--- src/hdl/fpl_regs.svh ---
// Register offsets, field positions and timing counts of the front panel logic
`ifndef FPL_REGS_SVH
`define FPL_REGS_SVH
`define FPL_OFS_CTRL      8'h00
`define FPL_OFS_CMD       8'h04
`define FPL_OFS_STATUS    8'h08
`define FPL_OFS_INT_STAT  8'h0C
`define FPL_OFS_INT_MASK  8'h10
`define FPL_CMD_RUN_BIT   0
`define FPL_CMD_STOP_BIT  1
`define FPL_CTRL_RST      8'h00
`define FPL_MASK_RST      3'h0
`define FPL_RESP_OKAY     2'h0
`define FPL_RESP_DECERR   2'h3
`define FPL_CLK_NS        25
`define FPL_BLINK_NS      500000000
`define FPL_STRETCH_NS    50000000
`define FPL_SYNC_WAIT     2'h2
`endif

--- src/hdl/fpl_pkg.sv ---
// Types shared by the front panel logic
package fpl_pkg;
    typedef enum logic [1:0] {
        FPL_BUS_ABSENT  = 2'h0,
        FPL_BUS_STARTUP = 2'h1,
        FPL_BUS_OPER    = 2'h2,
        FPL_BUS_RSVD    = 2'h3
    } fpl_bus_state_t;

    typedef enum logic [2:0] {
        FPL_ST_WAIT   = 3'b001,
        FPL_ST_INIT   = 3'b010,
        FPL_ST_NORMAL = 3'b100
    } fpl_state_t;

    typedef struct packed {
        logic [2:0]     rsvd;
        fpl_bus_state_t bus_state;
        logic           card_busy;
        logic           sys_error;
        logic           app_loaded;
    } fpl_ctrl_t;

    typedef struct packed {
        logic err_rise;
        logic dev_reset;
        logic mode_chg;
    } fpl_irq_t;

    typedef enum logic [2:0] {
        FPL_SEL_CTRL  = 3'h0,
        FPL_SEL_CMD   = 3'h1,
        FPL_SEL_STAT  = 3'h2,
        FPL_SEL_ISTAT = 3'h3,
        FPL_SEL_IMASK = 3'h4,
        FPL_SEL_NONE  = 3'h7
    } fpl_sel_t;
endpackage

--- src/hdl/fpl_front_panel.sv ---
// Front panel status, mode and indicator logic with AXI4-Lite registers
//
// Function
// At power-on the run or stop mode is taken from the sampled mode switch.
// After power-on a remote run or stop command sets the mode whatever the switch says.
// Stop mode with the reset bit switch on at power-on launches the device reset.
// The blue power lamp is lit only when the supply has started normally.
// The red alarm lamp is lit steadily while a system error is present.
// Run and stop lamps show operating, stopped, or both dark with no application.
// The error lamp flashes half a second on and off during a system error.
// The card lamp is lit while a card access is in progress.
// The serial transmit lamp flashes while characters are sent.
// The serial receive lamp flashes while characters arrive.
// The fieldbus lamp is steady when operational, flashes on start-up, dark when absent.
// The port lamp is steady with traffic, flashes with idle link, dark without link.
// Each counter phase lamp follows its live input level.
// Sixteen lamps show input or output contacts as picked by the display switch.
// Activity flashes are stretched to a visible minimum on and off time.
`timescale 1ns/1ps
`include "fpl_regs.svh"
module fpl_front_panel #(
    parameter int unsigned BLINK_CYC   = `FPL_BLINK_NS / `FPL_CLK_NS,
    parameter int unsigned STRETCH_CYC = `FPL_STRETCH_NS / `FPL_CLK_NS
) (
    input  wire logic        MCLK_I,
    input  wire logic        RESET_I,
    input  wire logic [7:0]  AWADDR_I,
    input  wire logic        AWVALID_I,
    output logic             AWREADY_O,
    input  wire logic [31:0] WDATA_I,
    input  wire logic [3:0]  WSTRB_I,
    input  wire logic        WVALID_I,
    output logic             WREADY_O,
    output logic [1:0]       BRESP_O,
    output logic             BVALID_O,
    input  wire logic        BREADY_I,
    input  wire logic [7:0]  ARADDR_I,
    input  wire logic        ARVALID_I,
    output logic             ARREADY_O,
    output logic [31:0]      RDATA_O,
    output logic [1:0]       RRESP_O,
    output logic             RVALID_O,
    input  wire logic        RREADY_I,
    input  wire logic        MODE_RUN_SW_I,
    input  wire logic        RESET_BIT_SWITCH_I,
    input  wire logic        DISP_SEL_OUT_I,
    input  wire logic        POWER_GOOD_I,
    input  wire logic        SER_TX_I,
    input  wire logic        SER_RX_I,
    input  wire logic        PHYSICAL_LINK_UP_I,
    input  wire logic        PHY_TRAFFIC_I,
    input  wire logic [5:0]  CNT_PHASE_I,
    input  wire logic [15:0] INPUT_CONTACTS_I,
    input  wire logic [15:0] OUTPUT_CONTACTS_I,
    output logic             POWER_LED_O,
    output logic             ALARM_LED_O,
    output logic             RUN_LED_O,
    output logic             STOP_LED_O,
    output logic             ERROR_LED_O,
    output logic             CARD_ACCESS_INDICATOR_O,
    output logic             SERIAL_TX_INDICATOR_O,
    output logic             SERIAL_RX_INDICATOR_O,
    output logic             FIELDBUS_LINK_INDICATOR_O,
    output logic             PORT_LINK_ACTIVITY_INDICATOR_O,
    output logic [5:0]       CNT_PHASE_LED_O,
    output logic [15:0]      CONTACT_LED_O,
    output logic             DEVICE_RESET_O,
    output logic             IRQ_O
);
    localparam int unsigned NPIN = 46;

    function automatic fpl_pkg::fpl_sel_t dec(input logic [7:0] a);
        case (a)
            `FPL_OFS_CTRL:     dec = fpl_pkg::FPL_SEL_CTRL;
            `FPL_OFS_CMD:      dec = fpl_pkg::FPL_SEL_CMD;
            `FPL_OFS_STATUS:   dec = fpl_pkg::FPL_SEL_STAT;
            `FPL_OFS_INT_STAT: dec = fpl_pkg::FPL_SEL_ISTAT;
            `FPL_OFS_INT_MASK: dec = fpl_pkg::FPL_SEL_IMASK;
            default:           dec = fpl_pkg::FPL_SEL_NONE;
        endcase
    endfunction

    // Pin synchronisers
    logic [NPIN-1:0] sync1_reg;
    logic [NPIN-1:0] sync2_reg;
    wire  [NPIN-1:0] pins = {OUTPUT_CONTACTS_I, INPUT_CONTACTS_I, CNT_PHASE_I,
                             PHY_TRAFFIC_I, PHYSICAL_LINK_UP_I, SER_RX_I, SER_TX_I,
                             POWER_GOOD_I, DISP_SEL_OUT_I, RESET_BIT_SWITCH_I,
                             MODE_RUN_SW_I};
    always_ff @(posedge MCLK_I)
    begin
        sync1_reg <= pins;
        sync2_reg <= sync1_reg;
    end
    wire        mode_sw   = sync2_reg[0];
    wire        rstbit_sw = sync2_reg[1];
    wire        disp_out  = sync2_reg[2];
    wire        pwr_ok    = sync2_reg[3];
    wire [2:0]  act_lvl   = {sync2_reg[7], sync2_reg[5:4]};
    wire        link_up   = sync2_reg[6];
    wire [5:0]  phase_s   = sync2_reg[13:8];
    wire [15:0] in_c      = sync2_reg[29:14];
    wire [15:0] out_c     = sync2_reg[45:30];

    // AXI4-Lite slave
    logic              awready_reg;
    logic              wready_reg;
    logic              bvalid_reg;
    logic [1:0]        bresp_reg;
    logic              arready_reg;
    logic              rvalid_reg;
    logic [31:0]       rdata_reg;
    logic [1:0]        rresp_reg;
    logic [7:0]        awaddr_reg;
    logic [7:0]        wdata_reg;
    logic              wstrb0_reg;
    fpl_pkg::fpl_ctrl_t ctrl_reg;
    fpl_pkg::fpl_irq_t  istat_reg;
    fpl_pkg::fpl_irq_t  imask_reg;
    fpl_pkg::fpl_irq_t  istat_next;
    fpl_pkg::fpl_state_t state_reg;
    logic              run_mode_reg;
    logic              dev_rst_seen_reg;
    logic [1:0]        wait_reg;

    wire aw_hs  = AWVALID_I & awready_reg;
    wire w_hs   = WVALID_I & wready_reg;
    wire ar_hs  = ARVALID_I & arready_reg;
    wire wr_do  = ~awready_reg & ~wready_reg & ~bvalid_reg;
    wire fpl_pkg::fpl_sel_t wsel = dec(awaddr_reg);
    wire fpl_pkg::fpl_sel_t rsel = dec(ARADDR_I);
    wire wr_lo  = wr_do & wstrb0_reg;
    wire wr_ctl = wr_lo & (wsel == fpl_pkg::FPL_SEL_CTRL);
    wire wr_cmd = wr_lo & (wsel == fpl_pkg::FPL_SEL_CMD);
    wire wr_ist = wr_lo & (wsel == fpl_pkg::FPL_SEL_ISTAT);
    wire wr_msk = wr_lo & (wsel == fpl_pkg::FPL_SEL_IMASK);
    wire [2:0] imask_next = wr_msk ? wdata_reg[2:0] : imask_reg;
    wire normal = (state_reg == fpl_pkg::FPL_ST_NORMAL);
    wire cmd_run  = wr_cmd & wdata_reg[`FPL_CMD_RUN_BIT];
    wire cmd_stop = wr_cmd & wdata_reg[`FPL_CMD_STOP_BIT] & ~cmd_run;
    wire [7:0] status_v = {2'h0, pwr_ok, disp_out, rstbit_sw, mode_sw,
                           dev_rst_seen_reg, run_mode_reg};
    logic [31:0] rd_v;
    always_comb
    begin
        unique case (rsel)
            fpl_pkg::FPL_SEL_CTRL:  rd_v = {24'h00_0000, ctrl_reg};
            fpl_pkg::FPL_SEL_STAT:  rd_v = {24'h00_0000, status_v};
            fpl_pkg::FPL_SEL_ISTAT: rd_v = {29'h0000_0000, istat_reg};
            fpl_pkg::FPL_SEL_IMASK: rd_v = {29'h0000_0000, imask_reg};
            default:                rd_v = 32'h0000_0000;
        endcase
    end

    always_ff @(posedge MCLK_I)
    begin
        if (RESET_I)
        begin
            awready_reg <= 1'b1;
            wready_reg  <= 1'b1;
            bvalid_reg  <= 1'b0;
            bresp_reg   <= `FPL_RESP_OKAY;
            arready_reg <= 1'b1;
            rvalid_reg  <= 1'b0;
            rdata_reg   <= 32'h0000_0000;
            rresp_reg   <= `FPL_RESP_OKAY;
            awaddr_reg  <= 8'h00;
            wdata_reg   <= 8'h00;
            wstrb0_reg  <= 1'b0;
        end
        else
        begin
            if (aw_hs)
            begin
                awaddr_reg  <= AWADDR_I;
                awready_reg <= 1'b0;
            end
            else if (wr_do)
                awready_reg <= 1'b1;
            if (w_hs)
            begin
                wdata_reg  <= WDATA_I[7:0];
                wstrb0_reg <= WSTRB_I[0];
                wready_reg <= 1'b0;
            end
            else if (wr_do)
                wready_reg <= 1'b1;
            if (wr_do)
            begin
                bvalid_reg <= 1'b1;
                bresp_reg  <= (wsel == fpl_pkg::FPL_SEL_NONE || wsel == fpl_pkg::FPL_SEL_STAT)
                              ? `FPL_RESP_DECERR : `FPL_RESP_OKAY;
            end
            else if (BREADY_I)
                bvalid_reg <= 1'b0;
            if (ar_hs)
            begin
                arready_reg <= 1'b0;
                rvalid_reg  <= 1'b1;
                rdata_reg   <= rd_v;
                rresp_reg   <= (rsel == fpl_pkg::FPL_SEL_NONE) ? `FPL_RESP_DECERR
                                                               : `FPL_RESP_OKAY;
            end
            else if (rvalid_reg & RREADY_I)
            begin
                arready_reg <= 1'b1;
                rvalid_reg  <= 1'b0;
            end
        end
    end

    // Power-on sequencing and mode
    wire sample   = (state_reg == fpl_pkg::FPL_ST_WAIT) & (wait_reg == `FPL_SYNC_WAIT);
    wire do_init  = sample & ~mode_sw & rstbit_sw;
    logic err_q_reg;
    fpl_pkg::fpl_irq_t ev;
    assign ev.mode_chg  = sample | (normal & (cmd_run | cmd_stop));
    assign ev.dev_reset = do_init;
    assign ev.err_rise  = ctrl_reg.sys_error & ~err_q_reg;
    assign istat_next   = (istat_reg & ~(wr_ist ? fpl_pkg::fpl_irq_t'(wdata_reg[2:0])
                                                : 3'h0)) | ev;

    always_ff @(posedge MCLK_I)
    begin
        if (RESET_I)
        begin
            state_reg        <= fpl_pkg::FPL_ST_WAIT;
            wait_reg         <= 2'h0;
            run_mode_reg     <= 1'b0;
            dev_rst_seen_reg <= 1'b0;
            ctrl_reg         <= `FPL_CTRL_RST;
            istat_reg        <= 3'h0;
            imask_reg        <= `FPL_MASK_RST;
            err_q_reg        <= 1'b0;
        end
        else
        begin
            err_q_reg <= ctrl_reg.sys_error;
            istat_reg <= istat_next;
            if (wr_ctl)
                ctrl_reg <= wdata_reg;
            imask_reg <= imask_next;
            unique case (state_reg)
                fpl_pkg::FPL_ST_WAIT:
                begin
                    wait_reg <= wait_reg + 2'h1;
                    if (sample)
                    begin
                        run_mode_reg <= mode_sw;
                        state_reg    <= do_init ? fpl_pkg::FPL_ST_INIT
                                                : fpl_pkg::FPL_ST_NORMAL;
                    end
                end
                fpl_pkg::FPL_ST_INIT:
                begin
                    dev_rst_seen_reg <= 1'b1;
                    state_reg        <= fpl_pkg::FPL_ST_NORMAL;
                end
                fpl_pkg::FPL_ST_NORMAL:
                begin
                    if (cmd_run)
                        run_mode_reg <= 1'b1;
                    else if (cmd_stop)
                        run_mode_reg <= 1'b0;
                end
            endcase
        end
    end

    // Blink base and activity stretchers
    logic [31:0] blink_cnt_reg;
    logic        blink_reg;
    logic [31:0] str_cnt_reg;
    wire         str_tick = (str_cnt_reg == STRETCH_CYC - 1);
    logic [2:0]  act_prev_reg;
    logic [2:0]  act_on;
    logic [2:0]  act_led;
    always_ff @(posedge MCLK_I)
    begin
        if (RESET_I)
        begin
            blink_cnt_reg <= 32'h0000_0000;
            blink_reg     <= 1'b0;
            str_cnt_reg   <= 32'h0000_0000;
            act_prev_reg  <= act_lvl;
        end
        else
        begin
            blink_cnt_reg <= (blink_cnt_reg == BLINK_CYC - 1) ? 32'h0000_0000
                                                               : blink_cnt_reg + 32'h1;
            if (blink_cnt_reg == BLINK_CYC - 1)
                blink_reg <= ~blink_reg;
            str_cnt_reg  <= str_tick ? 32'h0000_0000 : str_cnt_reg + 32'h1;
            act_prev_reg <= act_lvl;
        end
    end

    genvar g;
    generate
        for (g = 0; g < 3; g++)
        begin : g_act
            logic [31:0] hold_reg;
            logic        led_reg;
            wire         seen = act_lvl[g] ^ act_prev_reg[g];
            always_ff @(posedge MCLK_I)
            begin
                if (RESET_I)
                begin
                    hold_reg <= 32'h0000_0000;
                    led_reg  <= 1'b0;
                end
                else
                begin
                    hold_reg <= seen ? 2 * STRETCH_CYC
                              : (hold_reg != 0) ? hold_reg - 32'h1 : hold_reg;
                    if (str_tick)
                        led_reg <= ~led_reg & (hold_reg != 0);
                end
            end
            assign act_on[g]  = (hold_reg != 0);
            assign act_led[g] = led_reg;
        end
    endgenerate

    // Indicator drive, all registered
    wire bus_oper  = (ctrl_reg.bus_state == fpl_pkg::FPL_BUS_OPER);
    wire bus_start = (ctrl_reg.bus_state == fpl_pkg::FPL_BUS_STARTUP);
    always_ff @(posedge MCLK_I)
    begin
        if (RESET_I)
        begin
            POWER_LED_O                    <= 1'b0;
            ALARM_LED_O                    <= 1'b0;
            RUN_LED_O                      <= 1'b0;
            STOP_LED_O                     <= 1'b0;
            ERROR_LED_O                    <= 1'b0;
            CARD_ACCESS_INDICATOR_O        <= 1'b0;
            SERIAL_TX_INDICATOR_O          <= 1'b0;
            SERIAL_RX_INDICATOR_O          <= 1'b0;
            FIELDBUS_LINK_INDICATOR_O      <= 1'b0;
            PORT_LINK_ACTIVITY_INDICATOR_O <= 1'b0;
            CNT_PHASE_LED_O                <= 6'h00;
            CONTACT_LED_O                  <= 16'h0000;
            DEVICE_RESET_O                 <= 1'b0;
            IRQ_O                          <= 1'b0;
        end
        else
        begin
            POWER_LED_O <= pwr_ok & normal;
            ALARM_LED_O <= ctrl_reg.sys_error;
            RUN_LED_O   <= normal & ctrl_reg.app_loaded & run_mode_reg;
            STOP_LED_O  <= normal & ctrl_reg.app_loaded & ~run_mode_reg;
            ERROR_LED_O <= ctrl_reg.sys_error & blink_reg;
            CARD_ACCESS_INDICATOR_O   <= ctrl_reg.card_busy;
            SERIAL_TX_INDICATOR_O     <= act_led[0];
            SERIAL_RX_INDICATOR_O     <= act_led[1];
            FIELDBUS_LINK_INDICATOR_O <= bus_oper | (bus_start & blink_reg);
            PORT_LINK_ACTIVITY_INDICATOR_O <= link_up & (act_on[2] | blink_reg);
            CNT_PHASE_LED_O <= phase_s;
            CONTACT_LED_O   <= disp_out ? out_c : in_c;
            DEVICE_RESET_O  <= do_init;
            IRQ_O           <= |(istat_next & imask_next);
        end
    end

    assign AWREADY_O = awready_reg;
    assign WREADY_O  = wready_reg;
    assign BVALID_O  = bvalid_reg;
    assign BRESP_O   = bresp_reg;
    assign ARREADY_O = arready_reg;
    assign RVALID_O  = rvalid_reg;
    assign RDATA_O   = rdata_reg;
    assign RRESP_O   = rresp_reg;
endmodule

--- config.mk ---
export PLATFORM = sky130hd
export DESIGN_NAME = fpl_front_panel
export DESIGN_NICKNAME = d
export VERILOG_FILES = /design/src/hdl/fpl_pkg.sv /design/src/hdl/fpl_front_panel.sv
export VERILOG_INCLUDE_DIRS = /design/src /design/src/hdl
export SDC_FILE = /design/constraint.sdc
export NUM_CORES = 1
export LEC_CHECK = 0
export ABC_AREA = 1
export ABC_CLOCK_PERIOD_IN_PS = 1550
export BUFFER_PORTS_ARGS = -buffer_cell sky130_fd_sc_hd__buf_2
export CAP_MARGIN = 20
export CORE_UTILIZATION = 54
export CTS_BUF_LIST = sky130_fd_sc_hd__clkbuf_4 sky130_fd_sc_hd__clkbuf_8
export CTS_CLUSTER_DIAMETER = 50
export DETAILED_ROUTE_END_ITERATION = 6
export MAX_ROUTING_LAYER = met4
export PLACE_DENSITY = 0.78
export SETUP_SLACK_MARGIN = 0.2
export SYNTH_ARGS = -nofsm -noshare
export SYNTH_HDL_FRONTEND = slang
export SYNTH_SLANG_ARGS = --single-unit
--- constraint.sdc ---
create_clock -name MCLK_I -period 1.55 [get_ports MCLK_I]
set_input_delay 0.31 -clock MCLK_I [delete_from_list [all_inputs] [get_ports MCLK_I]]
set_output_delay 0.31 -clock MCLK_I [all_outputs]
set_load 0.02 [all_outputs]
==> metrics.md <==
| Metric | Value |
|---|---|
| Setup crit start kind | flop |
| Crit path DAT | 2.25 ns |
| Total GRT Usage | 32.5% |
| Static leakage | 0.00914 uW |
| Hold path startpoint | AWVALID_I |
| Setup CP Type | reg2reg |
| Die width | 167 um |
| Die area | 0.0279 sq mm |
| Initial core utilization | 54.8% |
| Clk root buf | clkbuf_8 |
| Final Net Count | 2,555 |
| Largest register FFs | 96 |
| Crit path required time | 2.14 ns |
| Register area share after synthesis | 46.9% |
| Sw frac | 34.1% |
| Core Region | 0.0269 sq mm |
| Hold Path End | awaddr_reg[3] |
| DRT iter0 DRCs | 1,863 |
| Fraction of layout cells with a size suffix above 1 | 41.2% |
| Max-slew violations | 0 |
| Maxcap violations | 0 |
| Inst Count DP | 2,562 |
| Peak fanout along the critical path | 5 |
| Fmax | 0.605 GHz |
| Clk_skew | 0.0575 ns |
| Most common cell after layout, fill and taps aside | nand2_1 |
| FF-to-FF setup slack | -0.10 ns |
| Failing checks | negative setup slack |
| Post-synth cell types | 39 |
| DR pass1 iterations | 6 |
| Vias after detailed routing | 16,500 |
| RSZ-0062 raised after global routing | yes |
| Fillers | 1,399 |
| Synth Cell Area | 0.0147 sq mm |
| Worst IR drop on VDD | 0.812 mV |
| Cell Chain, Critical Path | nor2_2 -> nand2_2 -> nor2_4 -> buf_4 -> nand2_1 -> nor2_4 -> nand2_1 -> o21a_1 -> nor2_2 |
| Combinational power share | 26.3% |
| Worst path max stage delay | 0.36 ns |
| Avg Synthesized Cell Area | 7.22 sq um |
| ANT nets after route | 0 |
| Finished Core Util | 81.3% |
| RR Startpoint | g_act[2].hold_reg[19] |
| Pwr dens | 1170 mW/mm^2 |
| GP Congestion | 0.958 |
| CTS tree | built |
| Post-DP HPWL | 27,500 um |
| Vias in the first global route | 15,000 |
| FF+latch count, synth | 345 |
| Ports | 180 |
| Drt drc | 0 |
| Post-Syn Instances | 2,040 |
| Non-Filler Instances | 2,829 |
| Largest net degree at the start of global routing | 63 |
| Ys Warns | 0 |
| Status | finished, violations left |
| Cells on Worst Hold Path | 3 |
| Flop pwr share | 39.4% |
| CTS Buf Count | 54 |
| Hold Path Class | in2reg |
| Die extent in y | 167 um |
| Clock Pin Slew Worst Setup and Hold Paths | 0.08 ns |
| Final Cycle Share | 107% |
| Int Power | 16,900 uW |
| Clock buffer depth | 3 |
| Share of power burned in the clock network | 34.4% |
| Clock latency on the worst-skew pair | 0.66 ns |
| IO Port Bufs | 128 |
| Row count | 60 |
| Total Wirelength | 56,600 um |
| Antenna violations before repair | 1 |
| H-tree levels | 2 |
| Worst Setup End Kind | flop |
| First-pass GRT wire length | 71,900 um |
| Drt via density | 5.83 |
| Worst r2r dst | g_act[2].hold_reg[1] |
| Sequential cell area | 0.00711 sq mm |
| Avg WL per Cell | 20.0 um |
| Multi-input gate area | 0.00882 sq mm |
| Commonest non-fill, non-tap cells in the layout | 399 x nand2_1, 252 x nor2_1, 227 x dfxtp_1 |
| Layout area overhead | 48.4% |
| Fin. Hold Viols | 0 |
| Final setup margin | -0.103 ns |
| Fin crit period | 1.65 ns |
| Reg2reg path depth | 9 |
| Grt total ovfl | 0 |
| Clock sink count | 345 |
| P_sw | 8730 uW |
| Final setup viols | 96 |
| Slowest stage cell, crit path | dfxtp_1 |
layout make-up:
cell class,count,area share (%)
multi-input combinational,1469,40.4
antenna,1,0.0115
clock inverter,17,0.962
clock buffer,82,4.65
timing repair buffer,380,15.7
sequential,345,32.5
inverter,188,3.45
tap,341,1.95
timing repair inverter,6,0.395
critical path: cells and delay by family (launching register included):
| family | cells | cell delay (ns) |
|---|---|---|
| simple gates | 7 | 0.97 |
| flops | 1 | 0.36 |
| buf+inv | 1 | 0.15 |
| compound gates | 1 | 0.14 |
kinds of logic after synthesis:
kind of cell / synth area share, %
AO/OA/AOI/OAI: 6.91
XOR/XNOR: 3.39
adder cells (fa/ha/maj): 0.510
buffers and inverters: 7.54
flip-flops: 46.9
other: 0.0255
AND/OR/NAND/NOR: 34.7
metrics by stage:
step                      setup slack [ns]  power, uW  hold WS [ns]  cell area (sq um)  setup TNS, ns
after global placement              0.0183      13900         0.310              16500              0
after detailed placement          -0.00251      14100         0.312              16500       -0.00251
after CTS                           0.0360      23500        0.0244              20000              0
after floorplan                      0.112      12900         0.310              15000              0
after global routing                -0.189      26400         0.146              21800          -7.38
final                               -0.103      25600         0.153              21800          -2.69
timing repair:
| action | in CTS | in global routing |
|---|---|---|
| pin swaps | 84 | 110 |
| hold endpoints to repair | 62 | 1 |
| buffers inserted | 56 | 33 |
| hold buffers | 62 | 1 |
| endpoints found under the setup margin | 221 | 249 |
| gates resized for setup | 382 | 429 |
| gates cloned | 10 | 5 |
Yosys cell counts, drive strengths merged:
library cell,n,area share [%]
ha,6,0.51
clkinv,5,0.13
dfxtp,345,47
nand4,32,1.5
o21a,4,0.20
and2,1,0.043
o21ai,71,2.4
nor3,35,1.2
nand2,532,14
xor2,27,1.6
clkbuf,17,0.43
xnor2,30,1.8
inv,183,4.7
a21oi,103,3.5
nor3b,5,0.25
nand3b,15,0.76
buf,44,2.3
nor2,431,12
a211oi,14,0.71
o211ai,1,0.051
conb,1,0.025
or2,16,0.68
nand3,122,4.2
layer usage:
layer,wire length (um),share of wire [%],up-vias,global-route usage [%]
li1,-,-,7230,-
met1,20000,35,7717,36.7
met2,27400,48,1132,57.2
met3,5090,9.0,423,5.27
met4,4050,7.2,0,13.0
met5,0,0,-,-
power by group through the flow:
stage	sequential [uW]	clock, uW	combinational (uW)
after CTS	9880	8590	5030
final	10100	8800	6730
after global placement	9970	0	3960
after detailed placement	10000	0	4060
after floorplan	9960	0	2950
after global routing	10100	9210	7100
worst max-delay path by stage:
stage                                 to  cells past startpoint                   from  slack [ns]
floorplan               blink_cnt_reg[9]                      9       blink_cnt_reg[0]        0.11
global placement       blink_cnt_reg[30]                     11       blink_cnt_reg[1]        0.02
detailed placement       str_cnt_reg[14]                      7         str_cnt_reg[8]      -0.003
CTS                           RDATA_O[5]                      1             RDATA_O[5]        0.04
global route        g_act[2].hold_reg[1]                      9   g_act[2].hold_reg[4]       -0.19
finish              g_act[2].hold_reg[1]                      9  g_act[2].hold_reg[19]       -0.10
Power figures use the tool's default switching activity.
